===== src/core/scsr_pkg.sv =====
// shared constants and helpers for the spi control and status block
package scsr_pkg;
  localparam int SCSR_AW = 12;
  localparam int SCSR_DW = 32;

  // register byte offsets
  localparam logic [SCSR_AW-1:0] SCSR_OFF_DATA = 12'h000;
  localparam logic [SCSR_AW-1:0] SCSR_OFF_CTRL = 12'h004;
  localparam logic [SCSR_AW-1:0] SCSR_OFF_STAT = 12'h008;

  // spi_control fields
  localparam int SCSR_C_IRQ_EN = 7;
  localparam int SCSR_C_SPE = 6;
  localparam int SCSR_C_BYPASS = 5;
  localparam int SCSR_C_MASTER_SELECT = 4;
  localparam int SCSR_C_CLOCK_IDLE_POLARITY = 3;
  localparam int SCSR_C_CLOCK_PHASE_SELECT = 2;
  localparam int SCSR_C_RATE_HI = 1;
  localparam int SCSR_C_RATE_LO = 0;

  // spi_control_status fields
  localparam int SCSR_S_DONE = 7;
  localparam int SCSR_S_WRITE_COLLISION_FLAG = 6;
  localparam int SCSR_S_OVR = 5;
  localparam int SCSR_S_MODE_FAULT_FLAG = 4;
  localparam int SCSR_S_RSVD = 3;
  localparam int SCSR_S_SOD = 2;
  localparam int SCSR_S_SSM = 1;
  localparam int SCSR_S_SSI = 0;

  localparam logic [7:0] SCSR_CTRL_RST = 8'h00;
  localparam logic [7:0] SCSR_STAT_RST = 8'h00;
  localparam logic [2:0] SCSR_SW_RST = 3'h0;
  localparam logic [7:0] SCSR_DATA_RST = 8'h00;

  // a byte takes sixteen sck transitions
  localparam logic [3:0] SCSR_EDGE_LAST = 4'hF;

  // master sck division ratios of the cpu clock
  localparam logic [7:0] SCSR_DIV_4 = 8'h04;
  localparam logic [7:0] SCSR_DIV_8 = 8'h08;
  localparam logic [7:0] SCSR_DIV_16 = 8'h10;
  localparam logic [7:0] SCSR_DIV_32 = 8'h20;
  localparam logic [7:0] SCSR_DIV_64 = 8'h40;
  localparam logic [7:0] SCSR_DIV_128 = 8'h80;

  typedef enum logic {SCSR_IDLE, SCSR_RUN} scsr_xfer_e;

  // half sck period in cpu cycles; bypass drops the extra divide by two
  function automatic logic [6:0] scsr_half(input logic bypass, input logic [1:0] sel);
    logic [7:0] ratio;
    ratio = SCSR_DIV_8;
    case ({bypass, sel})
      3'h4: ratio = SCSR_DIV_4;
      3'h0: ratio = SCSR_DIV_8;
      3'h1: ratio = SCSR_DIV_16;
      3'h5: ratio = SCSR_DIV_8;
      3'h6: ratio = SCSR_DIV_32;
      3'h2: ratio = SCSR_DIV_64;
      3'h3: ratio = SCSR_DIV_128;
      3'h7: ratio = SCSR_DIV_64;
      default: ratio = SCSR_DIV_8;
    endcase
    return ratio[7:1];
  endfunction
endpackage


===== src/core/scsr_sck_div.sv =====
// half-period tick generator for the master serial clock
`timescale 1ns/10ps
module scsr_sck_div (
  input wire logic i_clk,
  input wire logic i_rst,
  input wire logic i_run,
  input wire logic [6:0] i_half,
  output logic o_tick
);
  logic [6:0] cnt_q;

  // counting restarts with every byte so the first edge follows a full half period
  always_ff @(posedge i_clk) begin
    if (i_rst || !i_run) begin
      cnt_q <= 7'h00;
      o_tick <= 1'b0;
    end else if (cnt_q == i_half - 7'h01) begin
      cnt_q <= 7'h00;
      o_tick <= 1'b1;
    end else begin
      cnt_q <= cnt_q + 7'h01;
      o_tick <= 1'b0;
    end
  end
endmodule


===== src/core/scsr_top.sv =====
// spi control and status registers with byte shifter, apb slave and pin control
//
// Chosen here: the register addresses and the APB register port.
`timescale 1ns/10ps
// Functional notes
// - irq request when irq enable set and done, overrun or mode fault flag set
// - peripheral enable cleared by reset, and with master select on mode fault
// - enable 0 leaves pins general purpose; 1 connects spi pin functions
// - master sck ratio from bypass and rate select: /4 to /128
// - rate select bits unused in slave mode
// - master select drives sck and swaps mosi and miso roles
// - clock polarity sets sck idle level
// - clock phase picks first or second transition for first capture
// - done flag sets at byte end; cleared by status read then data access
// - data writes ignored while done is set until status read
// - write collision sets on data write during a transfer
// - overrun sets when a byte completes while done still set
// - status read clears overrun
// - mode fault sets when slave select low in master mode
// - mode fault clears by status or control read while set then control write
// - output disable disconnects data output; else enabled with peripheral enable, for a slave only while selected
// - software select mode ignores select pin and frees it
// - internal select level 0 selects, 1 deselects
// - write collision never requests an interrupt
// - master data write starts the next byte
module scsr_top (
  input wire logic i_clk,
  input wire logic i_rst,
  input wire logic i_psel,
  input wire logic i_penable,
  input wire logic i_pwrite,
  input wire logic [scsr_pkg::SCSR_AW-1:0] i_paddr,
  input wire logic [scsr_pkg::SCSR_DW-1:0] i_pwdata,
  output logic [scsr_pkg::SCSR_DW-1:0] o_prdata,
  output logic o_pready,
  output logic o_pslverr,
  input wire logic i_sck,
  output logic o_sck,
  output logic o_sck_oe,
  input wire logic i_mosi,
  output logic o_mosi,
  output logic o_mosi_oe,
  input wire logic i_miso,
  output logic o_miso,
  output logic o_miso_oe,
  input wire logic i_ss_n,
  output logic o_ss_pin_free,
  output logic o_alt_func_en,
  output logic o_irq
);
  import scsr_pkg::*;

  logic [7:0] ctrl_q;
  logic [2:0] sw_q;
  logic done_q, write_collision_flag_q, ovr_q, mode_fault_flag_q;
  logic arm_q, mode_fault_flag_arm_q;
  logic [1:0] sck_sync_q, ss_sync_q, mosi_sync_q, miso_sync_q;
  logic sck_prev_q;
  scsr_xfer_e st_q;
  logic [3:0] cnt_q;
  logic [7:0] sh_q, rxbuf_q;
  logic rx_bit_q;
  logic sck_q;
  logic tick;

  // second synchroniser stage is the only one the logic reads
  always_ff @(posedge i_clk) begin
    if (i_rst) begin
      sck_sync_q <= 2'h0;
      ss_sync_q <= 2'h3;
      mosi_sync_q <= 2'h0;
      miso_sync_q <= 2'h0;
      sck_prev_q <= 1'b0;
    end else begin
      sck_sync_q <= {sck_sync_q[0], i_sck};
      ss_sync_q <= {ss_sync_q[0], i_ss_n};
      mosi_sync_q <= {mosi_sync_q[0], i_mosi};
      miso_sync_q <= {miso_sync_q[0], i_miso};
      sck_prev_q <= sck_sync_q[1];
    end
  end

  logic peripheral_enable_bit, master_select, clock_phase_select, ss_int, din, master_run, active;
  assign peripheral_enable_bit = ctrl_q[SCSR_C_SPE];
  assign master_select = ctrl_q[SCSR_C_MASTER_SELECT];
  assign clock_phase_select = ctrl_q[SCSR_C_CLOCK_PHASE_SELECT];
  assign ss_int = sw_q[SCSR_S_SSM] ? sw_q[SCSR_S_SSI] : ss_sync_q[1];
  assign din = master_select ? miso_sync_q[1] : mosi_sync_q[1];
  assign master_run = (st_q == SCSR_RUN) && master_select;
  assign active = master_run || ((st_q == SCSR_RUN) && (cnt_q != 4'h0));

  // apb decode; every access finishes in one access cycle
  logic setup, acc, wr_data, rd_data, wr_ctrl, rd_ctrl, rd_stat, wr_stat, mapped;
  assign setup = i_psel && !i_penable;
  assign acc = i_psel && i_penable && o_pready;
  assign wr_data = acc && i_pwrite && (i_paddr == SCSR_OFF_DATA);
  assign rd_data = acc && !i_pwrite && (i_paddr == SCSR_OFF_DATA);
  assign wr_ctrl = acc && i_pwrite && (i_paddr == SCSR_OFF_CTRL);
  assign rd_ctrl = acc && !i_pwrite && (i_paddr == SCSR_OFF_CTRL);
  assign wr_stat = acc && i_pwrite && (i_paddr == SCSR_OFF_STAT);
  assign rd_stat = acc && !i_pwrite && (i_paddr == SCSR_OFF_STAT);
  assign mapped = (i_paddr == SCSR_OFF_DATA) || (i_paddr == SCSR_OFF_CTRL) ||
                  (i_paddr == SCSR_OFF_STAT);

  logic [7:0] stat_rd;
  logic [SCSR_DW-1:0] rd_word;
  always_comb begin
    stat_rd = 8'h00;
    stat_rd[SCSR_S_DONE] = done_q;
    stat_rd[SCSR_S_WRITE_COLLISION_FLAG] = write_collision_flag_q;
    stat_rd[SCSR_S_OVR] = ovr_q;
    stat_rd[SCSR_S_MODE_FAULT_FLAG] = mode_fault_flag_q;
    stat_rd[SCSR_S_SOD:SCSR_S_SSI] = sw_q;
    case (i_paddr)
      SCSR_OFF_DATA: rd_word = {24'h000000, rxbuf_q};
      SCSR_OFF_CTRL: rd_word = {24'h000000, ctrl_q};
      SCSR_OFF_STAT: rd_word = {24'h000000, stat_rd};
      default: rd_word = 32'h00000000;
    endcase
  end

  always_ff @(posedge i_clk) begin
    if (i_rst) begin
      o_pready <= 1'b0;
      o_pslverr <= 1'b0;
      o_prdata <= 32'h00000000;
    end else begin
      o_pready <= setup;
      o_pslverr <= setup && !mapped;
      if (setup) begin
        o_prdata <= rd_word;
      end
    end
  end

  // event terms shared by flags and shifter
  logic fault_now, collide, accept, edge_ev, last_edge, complete, quit, cap_q, fin_q;
  logic [7:0] rx_byte;
  assign fault_now = peripheral_enable_bit && master_select && !ss_int;
  assign collide = wr_data && active;
  assign accept = wr_data && !active && (!done_q || arm_q);
  assign edge_ev = master_select ? tick : (sck_sync_q[1] ^ sck_prev_q);
  assign last_edge = (cnt_q == SCSR_EDGE_LAST);
  assign quit = !peripheral_enable_bit || (!master_select && ss_int);
  assign complete = (st_q == SCSR_RUN) && !quit && ((edge_ev && last_edge && !clock_phase_select) || fin_q);
  assign rx_byte = clock_phase_select ? {sh_q[6:0], din} : {sh_q[6:0], rx_bit_q};

  // control register; fault clears enable and master, and writes cannot set them again until the fault flag is armed
  always_ff @(posedge i_clk) begin
    if (i_rst) begin
      ctrl_q <= SCSR_CTRL_RST;
    end else begin
      if (wr_ctrl) begin
        ctrl_q <= i_pwdata[7:0];
        if (mode_fault_flag_q && !mode_fault_flag_arm_q) begin
          ctrl_q[SCSR_C_SPE] <= 1'b0;
          ctrl_q[SCSR_C_MASTER_SELECT] <= 1'b0;
        end
      end
      if (fault_now) begin
        ctrl_q[SCSR_C_SPE] <= 1'b0;
        ctrl_q[SCSR_C_MASTER_SELECT] <= 1'b0;
      end
    end
  end

  // software-owned status bits; the reserved bit is not stored
  always_ff @(posedge i_clk) begin
    if (i_rst) begin
      sw_q <= SCSR_SW_RST;
    end else if (wr_stat) begin
      sw_q <= i_pwdata[SCSR_S_SOD:SCSR_S_SSI];
    end
  end

  // hardware flags; a set in the same cycle as its clear wins
  always_ff @(posedge i_clk) begin
    if (i_rst) begin
      done_q <= 1'b0;
      write_collision_flag_q <= 1'b0;
      ovr_q <= 1'b0;
      mode_fault_flag_q <= 1'b0;
      arm_q <= 1'b0;
      mode_fault_flag_arm_q <= 1'b0;
    end else begin
      if (rd_stat) begin
        arm_q <= 1'b1;
      end else if (rd_data || wr_data) begin
        arm_q <= 1'b0;
      end
      if (complete) begin
        done_q <= 1'b1;
      end else if ((rd_data || wr_data) && arm_q) begin
        done_q <= 1'b0;
      end
      if (collide) begin
        write_collision_flag_q <= 1'b1;
      end else if (rd_data && arm_q) begin
        write_collision_flag_q <= 1'b0;
      end
      if (complete && done_q) begin
        ovr_q <= 1'b1;
      end else if (rd_stat) begin
        ovr_q <= 1'b0;
      end
      if (fault_now) begin
        mode_fault_flag_q <= 1'b1;
      end else if (wr_ctrl && mode_fault_flag_arm_q) begin
        mode_fault_flag_q <= 1'b0;
      end
      if ((rd_stat || rd_ctrl) && mode_fault_flag_q) begin
        mode_fault_flag_arm_q <= 1'b1;
      end else if (wr_ctrl) begin
        mode_fault_flag_arm_q <= 1'b0;
      end
    end
  end

  // the divider only runs for a master byte; slave rate bits are never looked at
  scsr_sck_div u_div (
    .i_clk(i_clk),
    .i_rst(i_rst),
    .i_run(master_run),
    .i_half(scsr_half(ctrl_q[SCSR_C_BYPASS], ctrl_q[SCSR_C_RATE_HI:SCSR_C_RATE_LO])),
    .o_tick(tick)
  );

  // data inputs lag two flops, so a capture takes din one cycle after its edge;
  // a phase 1 byte ends on a capture edge and so completes one cycle late
  always_ff @(posedge i_clk) begin
    if (i_rst) begin
      cap_q <= 1'b0;
      fin_q <= 1'b0;
    end else begin
      cap_q <= (st_q == SCSR_RUN) && edge_ev && (cnt_q[0] == clock_phase_select);
      fin_q <= (st_q == SCSR_RUN) && !quit && edge_ev && last_edge && clock_phase_select;
    end
  end

  // byte shifter shared by master and slave
  always_ff @(posedge i_clk) begin
    if (i_rst) begin
      st_q <= SCSR_IDLE;
      cnt_q <= 4'h0;
      sh_q <= SCSR_DATA_RST;
      rxbuf_q <= SCSR_DATA_RST;
      rx_bit_q <= 1'b0;
    end else begin
      if (cap_q) begin
        rx_bit_q <= din;
      end
      case (st_q)
        SCSR_IDLE: begin
          cnt_q <= 4'h0;
          if (accept) begin
            sh_q <= i_pwdata[7:0];
          end
          if (accept && peripheral_enable_bit && master_select) begin
            st_q <= SCSR_RUN;
          end else if (peripheral_enable_bit && !master_select && !ss_int) begin
            st_q <= SCSR_RUN;
          end
        end
        SCSR_RUN: begin
          if (quit) begin
            st_q <= SCSR_IDLE;
          end else if (complete) begin
            cnt_q <= 4'h0;
            sh_q <= rx_byte;
            if (!done_q) begin
              rxbuf_q <= rx_byte;
            end
            if (master_select) begin
              st_q <= SCSR_IDLE;
            end
          end else if (edge_ev) begin
            if (!last_edge) begin
              cnt_q <= cnt_q + 4'h1;
            end
            if ((cnt_q[0] != clock_phase_select) && !(clock_phase_select && cnt_q == 4'h0)) begin
              sh_q <= {sh_q[6:0], rx_bit_q};
            end
          end else if (accept && !master_select) begin
            sh_q <= i_pwdata[7:0];
          end
        end
        default: st_q <= SCSR_IDLE;
      endcase
    end
  end

  // master clock rests at the polarity level between bytes
  always_ff @(posedge i_clk) begin
    if (i_rst) begin
      sck_q <= 1'b0;
    end else if (!master_run) begin
      sck_q <= ctrl_q[SCSR_C_CLOCK_IDLE_POLARITY];
    end else if (tick) begin
      sck_q <= ~sck_q;
    end
  end

  // pin control registered so every pin output is a flop
  always_ff @(posedge i_clk) begin
    if (i_rst) begin
      o_sck_oe <= 1'b0;
      o_mosi_oe <= 1'b0;
      o_miso_oe <= 1'b0;
      o_alt_func_en <= 1'b0;
      o_ss_pin_free <= 1'b0;
      o_irq <= 1'b0;
    end else begin
      o_sck_oe <= peripheral_enable_bit && master_select;
      o_mosi_oe <= peripheral_enable_bit && master_select && !sw_q[SCSR_S_SOD];
      // an unselected slave keeps off miso so several slaves can share it
      o_miso_oe <= peripheral_enable_bit && !master_select && !sw_q[SCSR_S_SOD] && !ss_int;
      o_alt_func_en <= peripheral_enable_bit;
      o_ss_pin_free <= sw_q[SCSR_S_SSM];
      o_irq <= ctrl_q[SCSR_C_IRQ_EN] && (done_q || ovr_q || mode_fault_flag_q);
    end
  end

  assign o_sck = sck_q;
  assign o_mosi = sh_q[7];
  assign o_miso = sh_q[7];

  // helper: cycles between master half-period ticks
  logic [7:0] gap_q;
  logic seen_q;
  always_ff @(posedge i_clk) begin
    if (i_rst || !master_run) begin
      gap_q <= 8'h00;
      seen_q <= 1'b0;
    end else if (tick) begin
      gap_q <= 8'h01;
      seen_q <= 1'b1;
    end else begin
      gap_q <= gap_q + 8'h01;
    end
  end
endmodule


===== config.mk =====
export PLATFORM = sky130hd
export DESIGN_NAME = scsr_top
export DESIGN_NICKNAME = d
export VERILOG_FILES = /design/src/core/scsr_pkg.sv /design/src/core/scsr_sck_div.sv /design/src/core/scsr_top.sv
export SDC_FILE = /design/constraint.sdc
export NUM_CORES = 1
export LEC_CHECK = 0
export BUFFER_PORTS_ARGS = -buffer_cell sky130_fd_sc_hd__buf_4
export CAP_MARGIN = 20
export CORE_MARGIN = 3
export CORE_UTILIZATION = 53
export DETAILED_ROUTE_END_ITERATION = 10
export GPL_TIMING_DRIVEN = 0
export PLACE_DENSITY = 0.91
export SYNTH_ARGS = -nofsm -noshare
export SYNTH_HDL_FRONTEND = slang
export SYNTH_SLANG_ARGS = --single-unit

===== constraint.sdc =====
create_clock -name i_clk -period 3.36 [get_ports i_clk]
set_input_delay 0.84 -clock i_clk [delete_from_list [all_inputs] [get_ports i_clk]]
set_output_delay 0.84 -clock i_clk [all_outputs]
set_load 0.005 [all_outputs]

## Yosys cells after proc, flatten, opt, wreduce, memory -nomap -nowiden

Memories as Yosys holds them, arrays and structs flattened. A register that Yosys moved wholly into a read port is not among the register bits.
Index checks and enable logic that the tools add are counted.

- ROM bits: 48
- Memories: 1
- Input bits: 53
- Word-level logic and storage cells: 182
- Output and inout bits: 43
- Bits in registers: 99

Memory list:

| memory | words | width | read ports | clocked after memory_dff | wr ports | RTL line | source |
|---|---|---|---|---|---|---|---|
| (name not given) | 8 | 6 | 1 | 1 | 0 | scsr_pkg.sv:53 | `case ({bypass, sel})` |

- Add/subtract/negate cells: 3
- Eq/ne operators: 13
- Multiplexer cells: 42
- Reduce and logical (&&, ||, !) cells: 85
- Bitwise logic cells: 5

Operators with widths:

| cell | count |
|---|---|
| 8-bit two-way mux | 6 |
| 1-bit logical AND | 46 |
| 1-bit two-way mux | 26 |
| 8-bit one-hot mux with 3 select lines | 1 |
| 4-bit two-way mux | 4 |
| 8-bit one-hot mux with 2 select lines | 1 |
| 1-bit logical NOT | 14 |
| 12-bit by 3-bit equality test with 1-bit output (second input constant) | 1 |
| 12-bit by 4-bit equality test with 1-bit output (second input constant) | 1 |
| 12-bit logical NOT | 1 |
| 2-bit nonzero test | 6 |
| 1-bit logical OR | 11 |
| 4-bit one-hot mux with 2 select lines | 1 |
| 4-bit AND reduction | 2 |
| 7-bit by 1-bit adder with 7-bit output (second input constant) | 1 |
| 7-bit equality test | 1 |
| 7-bit by 1-bit subtractor with 7-bit output (second input constant) | 1 |
| 3-bit two-way mux | 2 |
| 4-bit by 1-bit adder with 4-bit output (second input constant) | 1 |
| 4-bit equality test (second input constant) | 1 |
| 4-bit logical NOT | 1 |
| 2-bit inequality test (second input constant) | 2 |
| 4-bit by 1-bit inequality test with 1-bit output (second input constant) | 1 |
| 4-bit by 2-bit inequality test with 1-bit output (second input constant) | 1 |
| other kinds (11) | 15 |

## Logic depth before layout (Yosys ltp)

Gate-level depths: netlist of the first run.

- Depth after elaboration: 12
- Mapped depth: 7
- Depth with buffers taken out: 7

## Modules after synthesis

From an unflattened synthesis of the first run, not the netlist that was laid out.

- Cells, all modules: 426
- Area, all modules: 3928.8 um^2

Modules (own cells, without submodules):

| module | sequential area each (um^2) | times used | cells an instance | area each (um^2) |
|---|---|---|---|---|
| scsr_top | 1461.4 | 1 | 362 | 3359.5 |
| scsr_sck_div | 160.2 | 1 | 64 | 569.3 |

## Worst setup path after synthesis of the first run

Ideal clock, no wire load.

- Path kind: input port to flip-flop
- Start point: input i_paddr[9] in the netlist's numbering
- End point: register sw_q[0]
- Stages: 6
- Path slack: 0.715 ns
- Data required time: 3.232 ns
- Buffers on the path: 1
- Arrival time: 2.517 ns
- Library setup time: 0.128 ns
- Cell sequence: or4_4 > nor4_2 > and2_1 > buf_2 > mux2i_1 > nor2_1

- Word-level cells in the longest chain between the ends: 2

Ends and longest elaborated chain:

| item | RTL line | source |
|---|---|---|
| start: declaration | scsr_top.sv:32 | `input wire logic [scsr_pkg::SCSR_AW-1:0] i_paddr,` |
| 12-bit by 4-bit equality test with 1-bit output | scsr_top.sv:100 | `assign wr_stat = acc && i_pwrite && (i_paddr == SCSR_OFF_STAT);` |
| 1-bit logical AND | scsr_top.sv:100 |  |
| end signal: assignment | scsr_top.sv:172 | `sw_q <= i_pwdata[SCSR_S_SOD:SCSR_S_SSI];` |
| end: declaration | scsr_top.sv:54 | `logic [2:0] sw_q;` |

No other way between the ends.
A chain may end at the register's enable or synchronous reset.

## Worst setup path after layout of the first run

- Start point: input i_paddr[9] in the netlist's numbering
- End point: register o_prdata[6] in the netlist's numbering

- Word-level cells in the longest chain between the ends: 2
- Elaborated cells on any way between the ends: 4
- Those cells by class: eq/ne (2); mux (1); reduce/logical (1)

Ends and longest elaborated chain:

| item | RTL line | source |
|---|---|---|
| 12-bit by 4-bit equality test with 1-bit output, or another cell as far along | scsr_top.sv:114 | `case (i_paddr)` |
| 8-bit one-hot mux with 3 select lines (*) | scsr_top.sv:114 |  |
| end signal: assignment | scsr_top.sv:131 | `o_prdata <= rd_word;` |
| end: declaration | scsr_top.sv:34 | `output logic [scsr_pkg::SCSR_DW-1:0] o_prdata,` |

Every way passes the cells marked *; elsewhere a longest branch is shown, timed or not.

==> results by stage, run 1 <==
Worst setup path:
- The source of the critical timing path is i_paddr[9].
- The type of element capturing the critical path is a flop.
- For the worst setup path, the data required time is 3650 ps.
- The worst reg2reg path startpoint is sw_q[1]$_SDFFE_PP0P_.
- The worst setup path is of the input port to flop kind.
- The largest fanout of any net on the critical path is 10.
- STA classifies the critical path startpoint as an input port.
- The signal arrival time at the worst endpoint is 3050 ps.

Synthesis:
- The synthesized netlist devotes 1.29% of its cell area to adder and majority cells.
- The Yosys step of the flow raised 0 warnings.
- The XOR/XNOR share of the synthesized area is 3.62%.
- The number of distinct standard cells referenced by the synthesized netlist is 65.
- Yosys mapped a number of flops with a built-in enable equal to 0.
- The mean post-synth cell area is 8.95 µm².
- After synthesis, the largest family of logic cells by area is simple AND/OR/NAND/NOR gates.
- The gate count after technology mapping is 432.
- The sequential fraction of the synthesis area is 41.9%.
- The compound-gate portion of the synthesized area is 16.7%.
- After Yosys synthesis, and, or, nand and nor cells account for 22.5% of the synthesized area.
- The portion of synthesized area spent on multiplexers is 6.21%.
- The netlist area before placement is 3870 µm².
- Among all flip-flop cells after synthesis, the most frequent one is sky130_fd_sc_hd__dfxtp_1.
- Synthesis inferred 81 register bits.
- The share of async-settable or async-resettable flops after synthesis is 0%.

Clocking:
- The number of gates resized after CTS was 0.
- The number of levels the H-tree was split into is 3.
- The insertion delay to the later sink of the worst-skew pair is 370 ps.
- The clock slew seen by the registers of the worst setup and hold paths is 100 ps.
- The longest clock path from root to sink contains 2 buffers.
- The TritonCTS clock tree is yes.
- The number of setup buffers added after CTS is 0.
- TritonCTS created 9 clock buffers.
- The number of hold buffers added after CTS was 0.
- The root cell of the clock tree is sky130_fd_sc_hd__clkbuf_8.
- The number of sinks handled by clock tree synthesis is 81.

Global route:
- The first global-routing pass estimated 15.6 mm of wire.
- The aggregate global-route resource usage is 23.1%.
- Global routing finished with a remaining overflow of 0.
- The via count of the first global-routing pass is 3342.
- Entering global routing, the biggest net connects 19 pins.
- The number of antenna violations at the first check in global routing is 0.

Cells and area:
- The final net count is 570.
- The total of fill cells in the finished design is 559.
- The number of antenna diodes in the final layout is 0.
- The area overhead of the layout relative to synthesis is 19.6%.
- The cell area after layout is 4630 µm².
- The most common library cell in the layout ignoring fill and taps is sky130_fd_sc_hd__dfxtp_1.
- The library cells used most frequently in the layout, excluding fill and tap cells, are sky130_fd_sc_hd__dfxtp_1 (81), sky130_fd_sc_hd__buf_4 (72), sky130_fd_sc_hd__nor2_1 (38).
- The fraction of final layout cells sized beyond drive strength 1 is 21.6%.
- Cells fill 66.6% of the core in the end.

Drt:
- The detailed-route wire length is 9.38 mm.
- After the first detailed-routing iteration, the DRC count stood at 395.
- In the routed layout, each cell is associated on average with a via count of 5.65.
- In the routed design, unresolved DRC markers number 0.
- The detail route stage leaves a number of antenna-violating nets equal to 0.
- The via count is 3469.
- The first-pass detailed-route iteration total is 6.
- Dividing the detail-routed wire length by the instance count gives 15.3 µm.

Timing:
- Setup violations remaining at the end of the flow were counted as 0.
- In this run the tightest slew margin relative to its limit is 34.7%.
- The worst path setup slack after routing is 600 ps.
- The slew at the pin with the worst max-slew slack is 971 ps.
- The clock skew is 13.2 ps.
- Setup repair after global routing left no endpoint under its margin.
- Based on the critical path, the design can be clocked at up to 0.362 GHz.
- The count of final max-slew check failures came to 0.
- Summed over all failing endpoints, the final setup total negative slack is 0 ps.
- The number of failing hold endpoints at the final stage is 0.
- In the finished design, the share of the clock period the worst path needs comes to 82.1%.
- The routed design could run at a clock period as short as 2760 ps.

Run status:
- The run finished with clean final reports.

Floorplanning:
- The die boundary height is 91.4 µm.
- The top-level port count is 96.
- Once the floorplan was initialized, standard cells occupied 55.7% of the core.
- Row generation in the floorplan step produced 30 rows.
- The die covers 8360 µm².
- The x dimension of the die is 91.4 µm.
- The area of the core is 6940 µm².

Placed design:
- The HPWL after detailed placement is 6.97 mm.
- Buffers placed on the I/O ports in this run total 47.
- The instance area after placement is 4430 µm².
- The post-place setup slack is 245 ps.
- At the end of routability-driven placement, the weighted congestion stood at 0.912.

Min path:
- In this run the worst hold path is classified as flop to flop.
- The launch instance of the worst min-delay path is ss_sync_q[0]$_SDFF_PP1_.

Flow run:
- Across the run, the number of max-cap violations was 0.

Power and ir drop:
- The power density over cell area is 386 nW/µm².
- The worst supply voltage drop on vdd is 0.000442 V.
- The leakage power of the design is 1.87 nW.
[cell type report]
cell class	instances	area (µm²)	area share (%)
clock buffer	9	124	2.68
timing repair buffer	47	353	7.63
clock inverter	7	76.3	1.65
inverter	10	37.5	0.811
buffer	42	255	5.52
multi-input combinational	322	2040	44.1
tap	96	120	2.60
sequential	81	1620	35.1
[power by group]
group	internal, mW	total, mW	switching (mW)
Clock	0.296	0.709	0.413
Combinational	0.0572	0.109	0.0521
Sequential	0.965	0.967	0.00191
[final timing paths]
kind	slack, ps	cells after the start	endpoint
max	600	6	o_prdata[6]$_SDFFE_PP0P_
min	420	1	ss_sync_q[1]$_SDFF_PP1_
max reg2reg	800	5	rxbuf_q[7]$_SDFFE_PP0P_
min reg2reg	420	1	ss_sync_q[1]$_SDFF_PP1_
[worst max-delay path, cell delays in order]
cell and delay, ps:
sky130_fd_sc_hd__buf_4 110, sky130_fd_sc_hd__or4_4 570, sky130_fd_sc_hd__nor4_2 860, sky130_fd_sc_hd__or2_2 270
sky130_fd_sc_hd__o21ai_1 150, sky130_fd_sc_hd__o21ai_0 250
[stage by stage]
stage | power (mW) | hold slack (ps) | std cells
2_1_floorplan | 1.05 | 389 | 455
4_1_cts | 1.79 | 419 | 614
5_1_grt | 1.85 | 440 | 614
3_3_place_gp | 1.09 | 395 | 598
3_5_place_dp | 1.10 | 396 | 598
6_report | 1.79 | 417 | 614
[state kept, by name, summed over array words and instances, names as in the netlist, 2 cells and up]
register,count
cnt_q,4
ctrl_q,8
miso_sync_q,2
mosi_sync_q,2
o_prdata,8
rxbuf_q,8
sck_sync_q,2
sh_q,8
ss_sync_q,2
sw_q,3
u_div.cnt_q,7
u_div.i_half,6
[Yosys cell counts (all sizes together), types with 9 or more instances]
cell type / count / share of area [%]
a21oi: 28 / 3.6
buf: 28 / 5.2
clkbuf: 14 / 1.4
dfxtp: 81 / 42
inv: 9 / 0.87
mux2i: 15 / 3.9
nand2: 32 / 3.1
nand2b: 10 / 1.6
nand3: 13 / 1.7
nor2: 38 / 3.7
nor2b: 21 / 3.4
o21ai: 21 / 2.7
xor2: 9 / 2.0
[kinds of logic after synthesis]
family                   after synthesis
other                                  1
AND/OR/NAND/NOR                      159
multiplexers                          23
flip-flops                            81
buffers and inverters                 52
adder cells (fa/ha/maj)                4
AO/OA/AOI/OAI                         96
XOR/XNOR                              16
[metal layers]
layer / vias up / share of wire [%] / GRT usage, %
met5: - / 0 / 0
met4: 0 / 3.8 / 10.2
met3: 37 / 8.1 / 6.96
met2: 169 / 48 / 38.5
met1: 1617 / 40 / 27.2
li1: 1646 / - / -
(Power assumes the default switching activity.)
==> inputs of run 2 (changes only) <==
Settings changed: ABC_AREA set to 1.
Clock period 3.36 ns to 2.57 ns, I/O delays scaled along.
==> run 2 against run 1 <==
Compared with the run above:
- design area grew 1.3%
- non-clock buffer count shrank 4
- sequential share of layout area shrank 0.44 points
- die area grew 2.3%
- flip-flop and latch count is the same
- core utilization grew 0.13 points
- worst hold slack lost 11 ps
- total power grew 25%
- sequential power grew 31%
- first-iteration DRC count shrank 26%
- highest routed layer unchanged
==> results by stage, run 2 <==
Power and ir drop:
- Summed over all cells, the static leakage comes to 2.16 nW.
- VDD sags by at most 0.000333 V.
- The power density over cell area is 477 nW/µm².

Timing:
- The final hold slack is 406 ps.
- The maximum clock frequency is 0.496 GHz.
- Setup repair after global routing left no endpoint under its margin.
- The setup TNS is 0 ps.
- The clock skew is 10.5 ps.
- For the pin with the worst max-slew slack, the measured transition is 506 ps.
- The number of failing hold endpoints at the final stage is 0.
- Subtracting the final worst setup slack from the clock period gives 2020 ps.
- Setup violations remaining at the end of the flow were counted as 0.
- The count of final max-slew check failures came to 0.
- Measured against its own limit, the worst slew margin works out to 66.3%.
- The share of the clock period used by the worst path after layout is 78.5%.

Global route:
- The number of antenna violations at the first check in global routing is 0.
- The via count of the first global-routing pass is 3512.
- The total congestion overflow after global routing is 0.
- The global-route wire length before repair is 15.3 mm.
- For this run, the total global-route usage over all layers was measured as 22.1%.
- Entering global routing, the biggest net connects 14 pins.

Placed design:
- The detailed placer's ending HPWL is 6.99 mm.
- In this run the tool buffered the top-level ports with 46 buffer cells.
- The weighted congestion at the end of routability-driven global placement is 0.933.

Floorplanning:
- The floorplan row count is 30.
- The floorplan step defined a die boundary enclosing 8550 µm².
- The area of the core is 7020 µm².
- The die is 92.5 µm wide.
- Pin placement for this block handled 96 I/O pins.
- The initial utilization of the core area, before any placement, comes to 56.4%.
- From bottom edge to top edge, the die measures 92.5 µm.

Synthesis:
- A synthesized cell averages 7.01 µm².
- In the synthesized netlist the dominant register cell turns out to be sky130_fd_sc_hd__dfxtp_1.
- After synthesis the cells add up to 3960 µm².
- The most common cell in the synthesized netlist is sky130_fd_sc_hd__nand2_1.
- After synthesis, the share of flip-flops with an asynchronous set or reset is 0%.
- Sequential elements use 40.9% of the synthesized area.
- Synthesis inferred 81 register bits.
- The commonest cells after synthesis are sky130_fd_sc_hd__nand2_1 (146), sky130_fd_sc_hd__dfxtp_1 (81), sky130_fd_sc_hd__inv_1 (64).
- The synthesized design contains 0 enable-type register cells.
- After synthesis, the cell types taking the most area are sky130_fd_sc_hd__dfxtp_1 (41%), sky130_fd_sc_hd__nand2_1 (14%), sky130_fd_sc_hd__inv_1 (6.1%), sky130_fd_sc_hd__nor2_1 (5.5%), sky130_fd_sc_hd__buf_4 (5.1%).
- The area share of the leading cell type in the synthesized netlist is 40.9%.
- The gate count after technology mapping is 565.
- The most area-hungry cell type in the Yosys netlist is sky130_fd_sc_hd__dfxtp_1.
- The Yosys step of the flow raised 0 warnings.
- The number of distinct standard cells referenced by the synthesized netlist is 36.

Drt:
- The detailed-route wire length is 9.24 mm.
- The wire length per cell is 12.4 µm.
- The residual antenna-violating net count after detailed routing is 0.
- Summed over all nets, wire length on met2 after detailed routing comes to 4.50 mm.
- The routed layout has 3760 vias.
- The first detailed-routing pass took 5 iterations.
- In the routed design, unresolved DRC markers number 0.
- The iteration-0 DRC count of the detailed router is 294.
- The detailed-routing wirelength on met1 is 3.79 mm.
- The top layer used by detailed routing is met4.
- The average vias per placed instance is 5.05.
- In the detailed route, the total length drawn on met3 is 661 µm.

Min path:
- The launch instance of the worst min-delay path is mosi_sync_q[0]$_SDFF_PP0_.
- The worst hold path terminates at mosi_sync_q[1]$_SDFF_PP0_.
- The path class of the tightest hold or removal check is flop to flop.
- The count of cells along the worst hold path is 2.

Worst setup path:
- The worst reg2reg path startpoint is cnt_q[0]$_SDFFE_PP0P_.
- The worst setup path is captured at a flop.
- The endpoint identified for the worst register-to-register timing path is rxbuf_q[0]$_SDFFE_PP0P_.
- The type of element launching the critical path is an input port.
- Of all nets on the critical path, the largest fanout is 8.
- The signal arrival time at the worst endpoint is 2250 ps.
- The setup slack on the worst flop-to-flop path is 640 ps.
- For the worst flop-to-flop path, the logic depth is 11.
- The required time at the worst-slack endpoint is 2800 ps.
- The setup path with the least slack is of type input port to flop.

Clocking:
- The number of setup buffers added after CTS is 0.
- Clock tree synthesis selected as its root buffer the cell sky130_fd_sc_hd__clkbuf_8.
- TritonCTS built the clock tree.
- The number of hold-repair buffers added at the cts stage is 0.
- Counting every sink on the clock net gives 81.
- The insertion delay to the later sink of the worst-skew pair is 360 ps.
- The clock slew seen by the registers of the worst setup and hold paths is 80 ps.
- Buffers inserted during clock tree synthesis total 9.
- The H-tree was split into 3 levels.
- In this run, post-CTS repair resized a total of 0 instances.
- The deepest clock path buffer count is 2.

Cells and area:
- Compared with the post-synthesis result, the final layout area differs by 18.3%.
- The final layout contains 702 nets.
- In the layout the commonest cells are sky130_fd_sc_hd__nand2_1 (146), sky130_fd_sc_hd__dfxtp_1 (81), sky130_fd_sc_hd__buf_4 (73).
- The most common library cell in the layout ignoring fill and taps is sky130_fd_sc_hd__nand2_1.
- The number of antenna diodes in the final layout is 0.
- The total of fill cells in the finished design is 604.
- Of the cells placed in the final design, the portion with a size suffix greater than 1 is 19.4%.
- At the end of the flow the core is filled with cells to 66.7%.

Run status:
- The flow ran to the end, and the final reports show no timing, DRC or antenna violations.

Flow run:
- The tool flagged a number of max-cap violations equal to 0.
==> run 2: through the flow <==
step	total power [mW]	setup slack (ps)	std cells	area [µm²]
floorplan	1.38	691	588	4050
global placement	1.44	352	730	4510
detailed placement	1.44	271	730	4510
CTS	2.24	580	745	4680
global route	2.31	344	745	4680
finish	2.23	553	745	4680
==> run 2: area by class of cell <==
class	count	area [µm²]	area share (%)
Multi-Input combinational cell	398	1900	40.5
Sequential cell	81	1620	34.6
Timing Repair Buffer	46	345	7.37
Buffer	39	265	5.66
Inverter	70	263	5.61
Clock buffer	11	141	3.02
Tap cell	96	120	2.56
Clock inverter	4	30.0	0.641
==> run 2: routing by layer <==
metal | track usage (%) | vias to the layer above
met5 | 0 | -
met4 | 10.4 | 0
met3 | 5.28 | 27
met2 | 38.4 | 155
met1 | 25.4 | 1706
li1 | - | 1872
==> run 2: how the worst max path moves through the flow <==
stage,end,from,slack (ps),depth (start not counted)
final,u_div.i_half[5]$_DFF_P_,i_paddr[0],550,10
after global routing,u_div.i_half[5]$_DFF_P_,i_paddr[1],340,10
after CTS,u_div.i_half[5]$_DFF_P_,i_paddr[0],580,10
after detailed placement,u_div.i_half[5]$_DFF_P_,i_paddr[0],270,10
after global placement,u_div.i_half[5]$_DFF_P_,i_paddr[0],350,10
after floorplan,sh_q[0]$_SDFFE_PP0P_,i_paddr[7],690,13
==> run 2: cells by family (layout without fill, tap and decap cells) <==
group | Yosys count | in the layout | share of synthesized area (%)
and+or+nand+nor | 277 | 277 | 30.7
DFF | 81 | 81 | 40.9
xor gates and xnor gates | 15 | 15 | 3.32
AOI/OAI and AO/OA | 78 | 78 | 10.3
buffers and inverters | 109 | 170 | 13.3
adders and majority gates | 4 | 4 | 1.26
other | 1 | 24 | 0.0947
==> run 2: report_power, final <==
part | internal, mW | switching (mW) | leakage (nW)
sequential | 1.26 | 0.00454 | 0.654
combinational | 0.0697 | 0.0784 | 1.42
clock | 0.373 | 0.445 | 0.0854
total | 1.71 | 0.528 | 2.16
==> run 2: worst max-delay path, stage by stage <==
cell and delay, ps:
sky130_fd_sc_hd__buf_4 100, sky130_fd_sc_hd__inv_1 40, sky130_fd_sc_hd__nand2_1 70, sky130_fd_sc_hd__nor3_1 320, sky130_fd_sc_hd__nand3_1 320, sky130_fd_sc_hd__or2_0 290
sky130_fd_sc_hd__nand3_1 160, sky130_fd_sc_hd__inv_1 110, sky130_fd_sc_hd__nand2_1 100, sky130_fd_sc_hd__o21ai_0 100
==> inputs of run 3 (changes only) <==
Settings changed: CORE_UTILIZATION 53 to 48, PLACE_DENSITY 0.91 to 0.88.
Clock period 2.57 ns to 1.8 ns, I/O delays scaled along.
==> run 3 against run 2 <==
Compared with the run above:
- count of clock-buffer cells in the layout is 2 lower
- first-iteration DRC count grew 32%
- global-route usage decreased by 1.5 points
- critical path depth is 3 higher
==> results by stage, run 3 (synthesis gave the netlist of run 2 again) <==
Min path:
- For hold timing, the worst endpoint is ss_sync_q[0]$_SDFF_PP1_.
- The count of cells along the worst hold path is 2.
- The worst hold path belongs to the class input port to flop.
- The launch instance of the worst min-delay path is i_ss_n.

Worst setup path:
- The worst register-to-register path has a depth of 13.
- The terminus of the critical flop-to-flop path is sh_q[6]$_SDFFE_PP0P_.
- The setup slack on the worst flop-to-flop path is 30 ps.
- The worst register-to-register path begins at ctrl_q[4]$_SDFFE_PP0P_.
- Of all nets on the critical path, the largest fanout is 8.
- The required time at the worst-slack endpoint is 2060 ps.
- The signal arrival time at the worst endpoint is 2030 ps.
- The worst setup path category is flop to flop.
- STA classifies the critical path endpoint as a flop.
- The type of element launching the critical path is a flop.

Floorplanning:
- The top-level port count is 96.
- From left edge to right edge, the die measures 96.8 µm.
- The area of the core is 7890 µm².
- The die boundary height is 96.8 µm.
- The floorplan row count is 32.
- The starting utilization of the core area is 50.2%.
- The floorplan die area is 9380 µm².

Placed design:
- At the end of routability-driven placement, the weighted congestion stood at 0.928.
- Input and output buffers added on the ports amount to 46.
- The detailed placer's ending HPWL is 6.97 mm.
- The number of placed instances, taps included, is 736.

Clocking:
- The number of levels the H-tree was split into is 3.
- The insertion delay to the later sink of the worst-skew pair is 370 ps.
- The clock slew seen by the registers of the worst setup and hold paths is 100 ps.
- The root cell of the clock tree is sky130_fd_sc_hd__clkbuf_8.
- The deepest clock path buffer count is 2.
- The number of clock buffers added by TritonCTS is 9.
- Hold repair after CTS inserted 0 buffers.
- TritonCTS built the clock tree.
- Clock tree synthesis found a total of 81 sinks.

Global route:
- The first global-routing pass estimated 15.9 mm of wire.
- Entering global routing, the biggest net connects 17 pins.
- The aggregate global-route resource usage is 20.5%.
- The number of antenna violations at the first check in global routing is 0.
- The total congestion overflow after global routing is 0.
- The via count of the first global-routing pass is 3465.

Power and ir drop:
- Power spread over the standard cell area amounts to 691 nW/µm².
- The worst-case IR drop observed on VDD is 0.000339 V.
- For this design the static power due to leakage is 2.29 nW.

Timing:
- In this run the tightest slew margin relative to its limit is 64.9%.
- The slew at the pin with the worst max-slew slack is 526 ps.
- Setup repair after global routing could not meet its margin everywhere.
- The share of the clock period used by the worst path after layout is 98.2%.
- The count of final max-slew check failures came to 0.
- Setup violations remaining at the end of the flow were counted as 0.
- Hold timing on the final database bottoms out at a slack of 254 ps.
- The routed design could run at a clock period as short as 1770 ps.
- For this run, the top clock speed supported by timing is 0.566 GHz.
- The clock skew is 10.9 ps.
- The number of failing hold endpoints at the final stage was 0.

Drt:
- The detail route stage leaves a number of antenna-violating nets equal to 0.
- The first routing iteration left 387 violations.
- The first-pass detailed-route iteration total is 6.
- The detailed-route wire length is 10.0 mm.
- The residual DRC count is 0.
- Summing over every cut layer, the via total after detailed routing is 3876.
- Dividing the detail-routed wire length by the instance count gives 13.1 µm.
- Dividing the detail-routed via count by the number of cells gives 5.05.

Flow run:
- Max-cap violations in this run came to 0.

Cells and area:
- In the layout the commonest cells are sky130_fd_sc_hd__nand2_1 (136), sky130_fd_sc_hd__buf_4 (85), sky130_fd_sc_hd__dfxtp_1 (74).
- In the final layout, the share of cells above drive strength 1 is 25.7%.
- The area overhead of the layout relative to synthesis is 26.2%.
- The most common library cell in the layout ignoring fill and taps is sky130_fd_sc_hd__nand2_1.
- The final layout contains 717 nets.
- For this run, the number of standard cells in the final layout without fillers is 767.
- The count of inserted antenna diode cells is 0.

Run status:
- The flow ran to the end, and the final reports show no timing, DRC or antenna violations.
[run 3: what timing repair did]
item,in CTS,in global routing
setup buffers,3,11
resized for setup,9,34
gates cloned,0,1
endpoints found under the setup margin,21,30
pin swaps,2,17
[run 3: worst max-delay path by stage]
stage                                start                      end  slack (ps)  cells after the start
detailed placement              i_paddr[0]  u_div.i_half[5]$_DFF_P_        -310                     10
CTS                  cnt_q[0]$_SDFFE_PP0P_     sh_q[7]$_SDFFE_PP0P_           1                     13
floorplan                       i_paddr[7]     sh_q[0]$_SDFFE_PP0P_         110                     13
global placement                 i_penable     sh_q[7]$_SDFFE_PP0P_        -210                     13
finish              ctrl_q[4]$_SDFFE_PP0P_     sh_q[6]$_SDFFE_PP0P_          30                     13
global route          sw_q[1]$_SDFFE_PP0P_     sh_q[7]$_SDFFE_PP0P_         -60                     16
[run 3: through the flow]
step	worst slack, ps	utilization (%)	instance area, µm²	power, mW	setup TNS (ps)
6_report	32.8	63.4	5000	3.46	0
5_1_grt	-58.8	63.4	5000	3.58	-281
4_1_cts	1.01	60.5	4780	3.44	0
3_5_place_dp	-311	57.3	4520	2.06	-7240
3_3_place_gp	-211	57.3	4520	2.06	-3870
2_1_floorplan	113	-	4050	1.98	0
[run 3: worst max-delay path, cell delays in order, from the launching register on]
cell and delay [ps]:
sky130_fd_sc_hd__dfxtp_4 390, sky130_fd_sc_hd__inv_2 90, sky130_fd_sc_hd__or2_4 260, sky130_fd_sc_hd__nand4_2 110, sky130_fd_sc_hd__nand2_4 70, sky130_fd_sc_hd__nand2_4 130
sky130_fd_sc_hd__nand2_2 70, sky130_fd_sc_hd__nand2_2 60, sky130_fd_sc_hd__inv_2 40, sky130_fd_sc_hd__nand2_4 120, sky130_fd_sc_hd__buf_12 130, sky130_fd_sc_hd__nand2_1 50
sky130_fd_sc_hd__nand2_1 70, sky130_fd_sc_hd__nor2_2 40
[run 3: routing by layer]
layer,share of wire (%),wire length (µm),GRT usage [%],vias to the layer above
met5,0,0,0,-
li1,-,-,-,1909
met3,5.6,564,4.40,42
met2,50,5000,34.8,163
met1,41,4160,25.2,1762
met4,3.2,318,8.53,0
[run 3: final cells by class]
cell class | count | area, µm²
Buffer | 39 | 275
Clock buffer | 9 | 124
Clock inverter | 7 | 83.8
Fill cell | 663 | 2890
Inverter | 70 | 263
Multi-Input combinational cell | 398 | 2010
Sequential cell | 81 | 1640
Tap cell | 102 | 128
Timing Repair Buffer | 61 | 475
[run 3: power by group]
part           internal, mW  total [mW]  switching (mW)
Sequential             1.80        1.81         0.00733
Combinational         0.106       0.227           0.121
Clock                 0.668        1.42           0.755
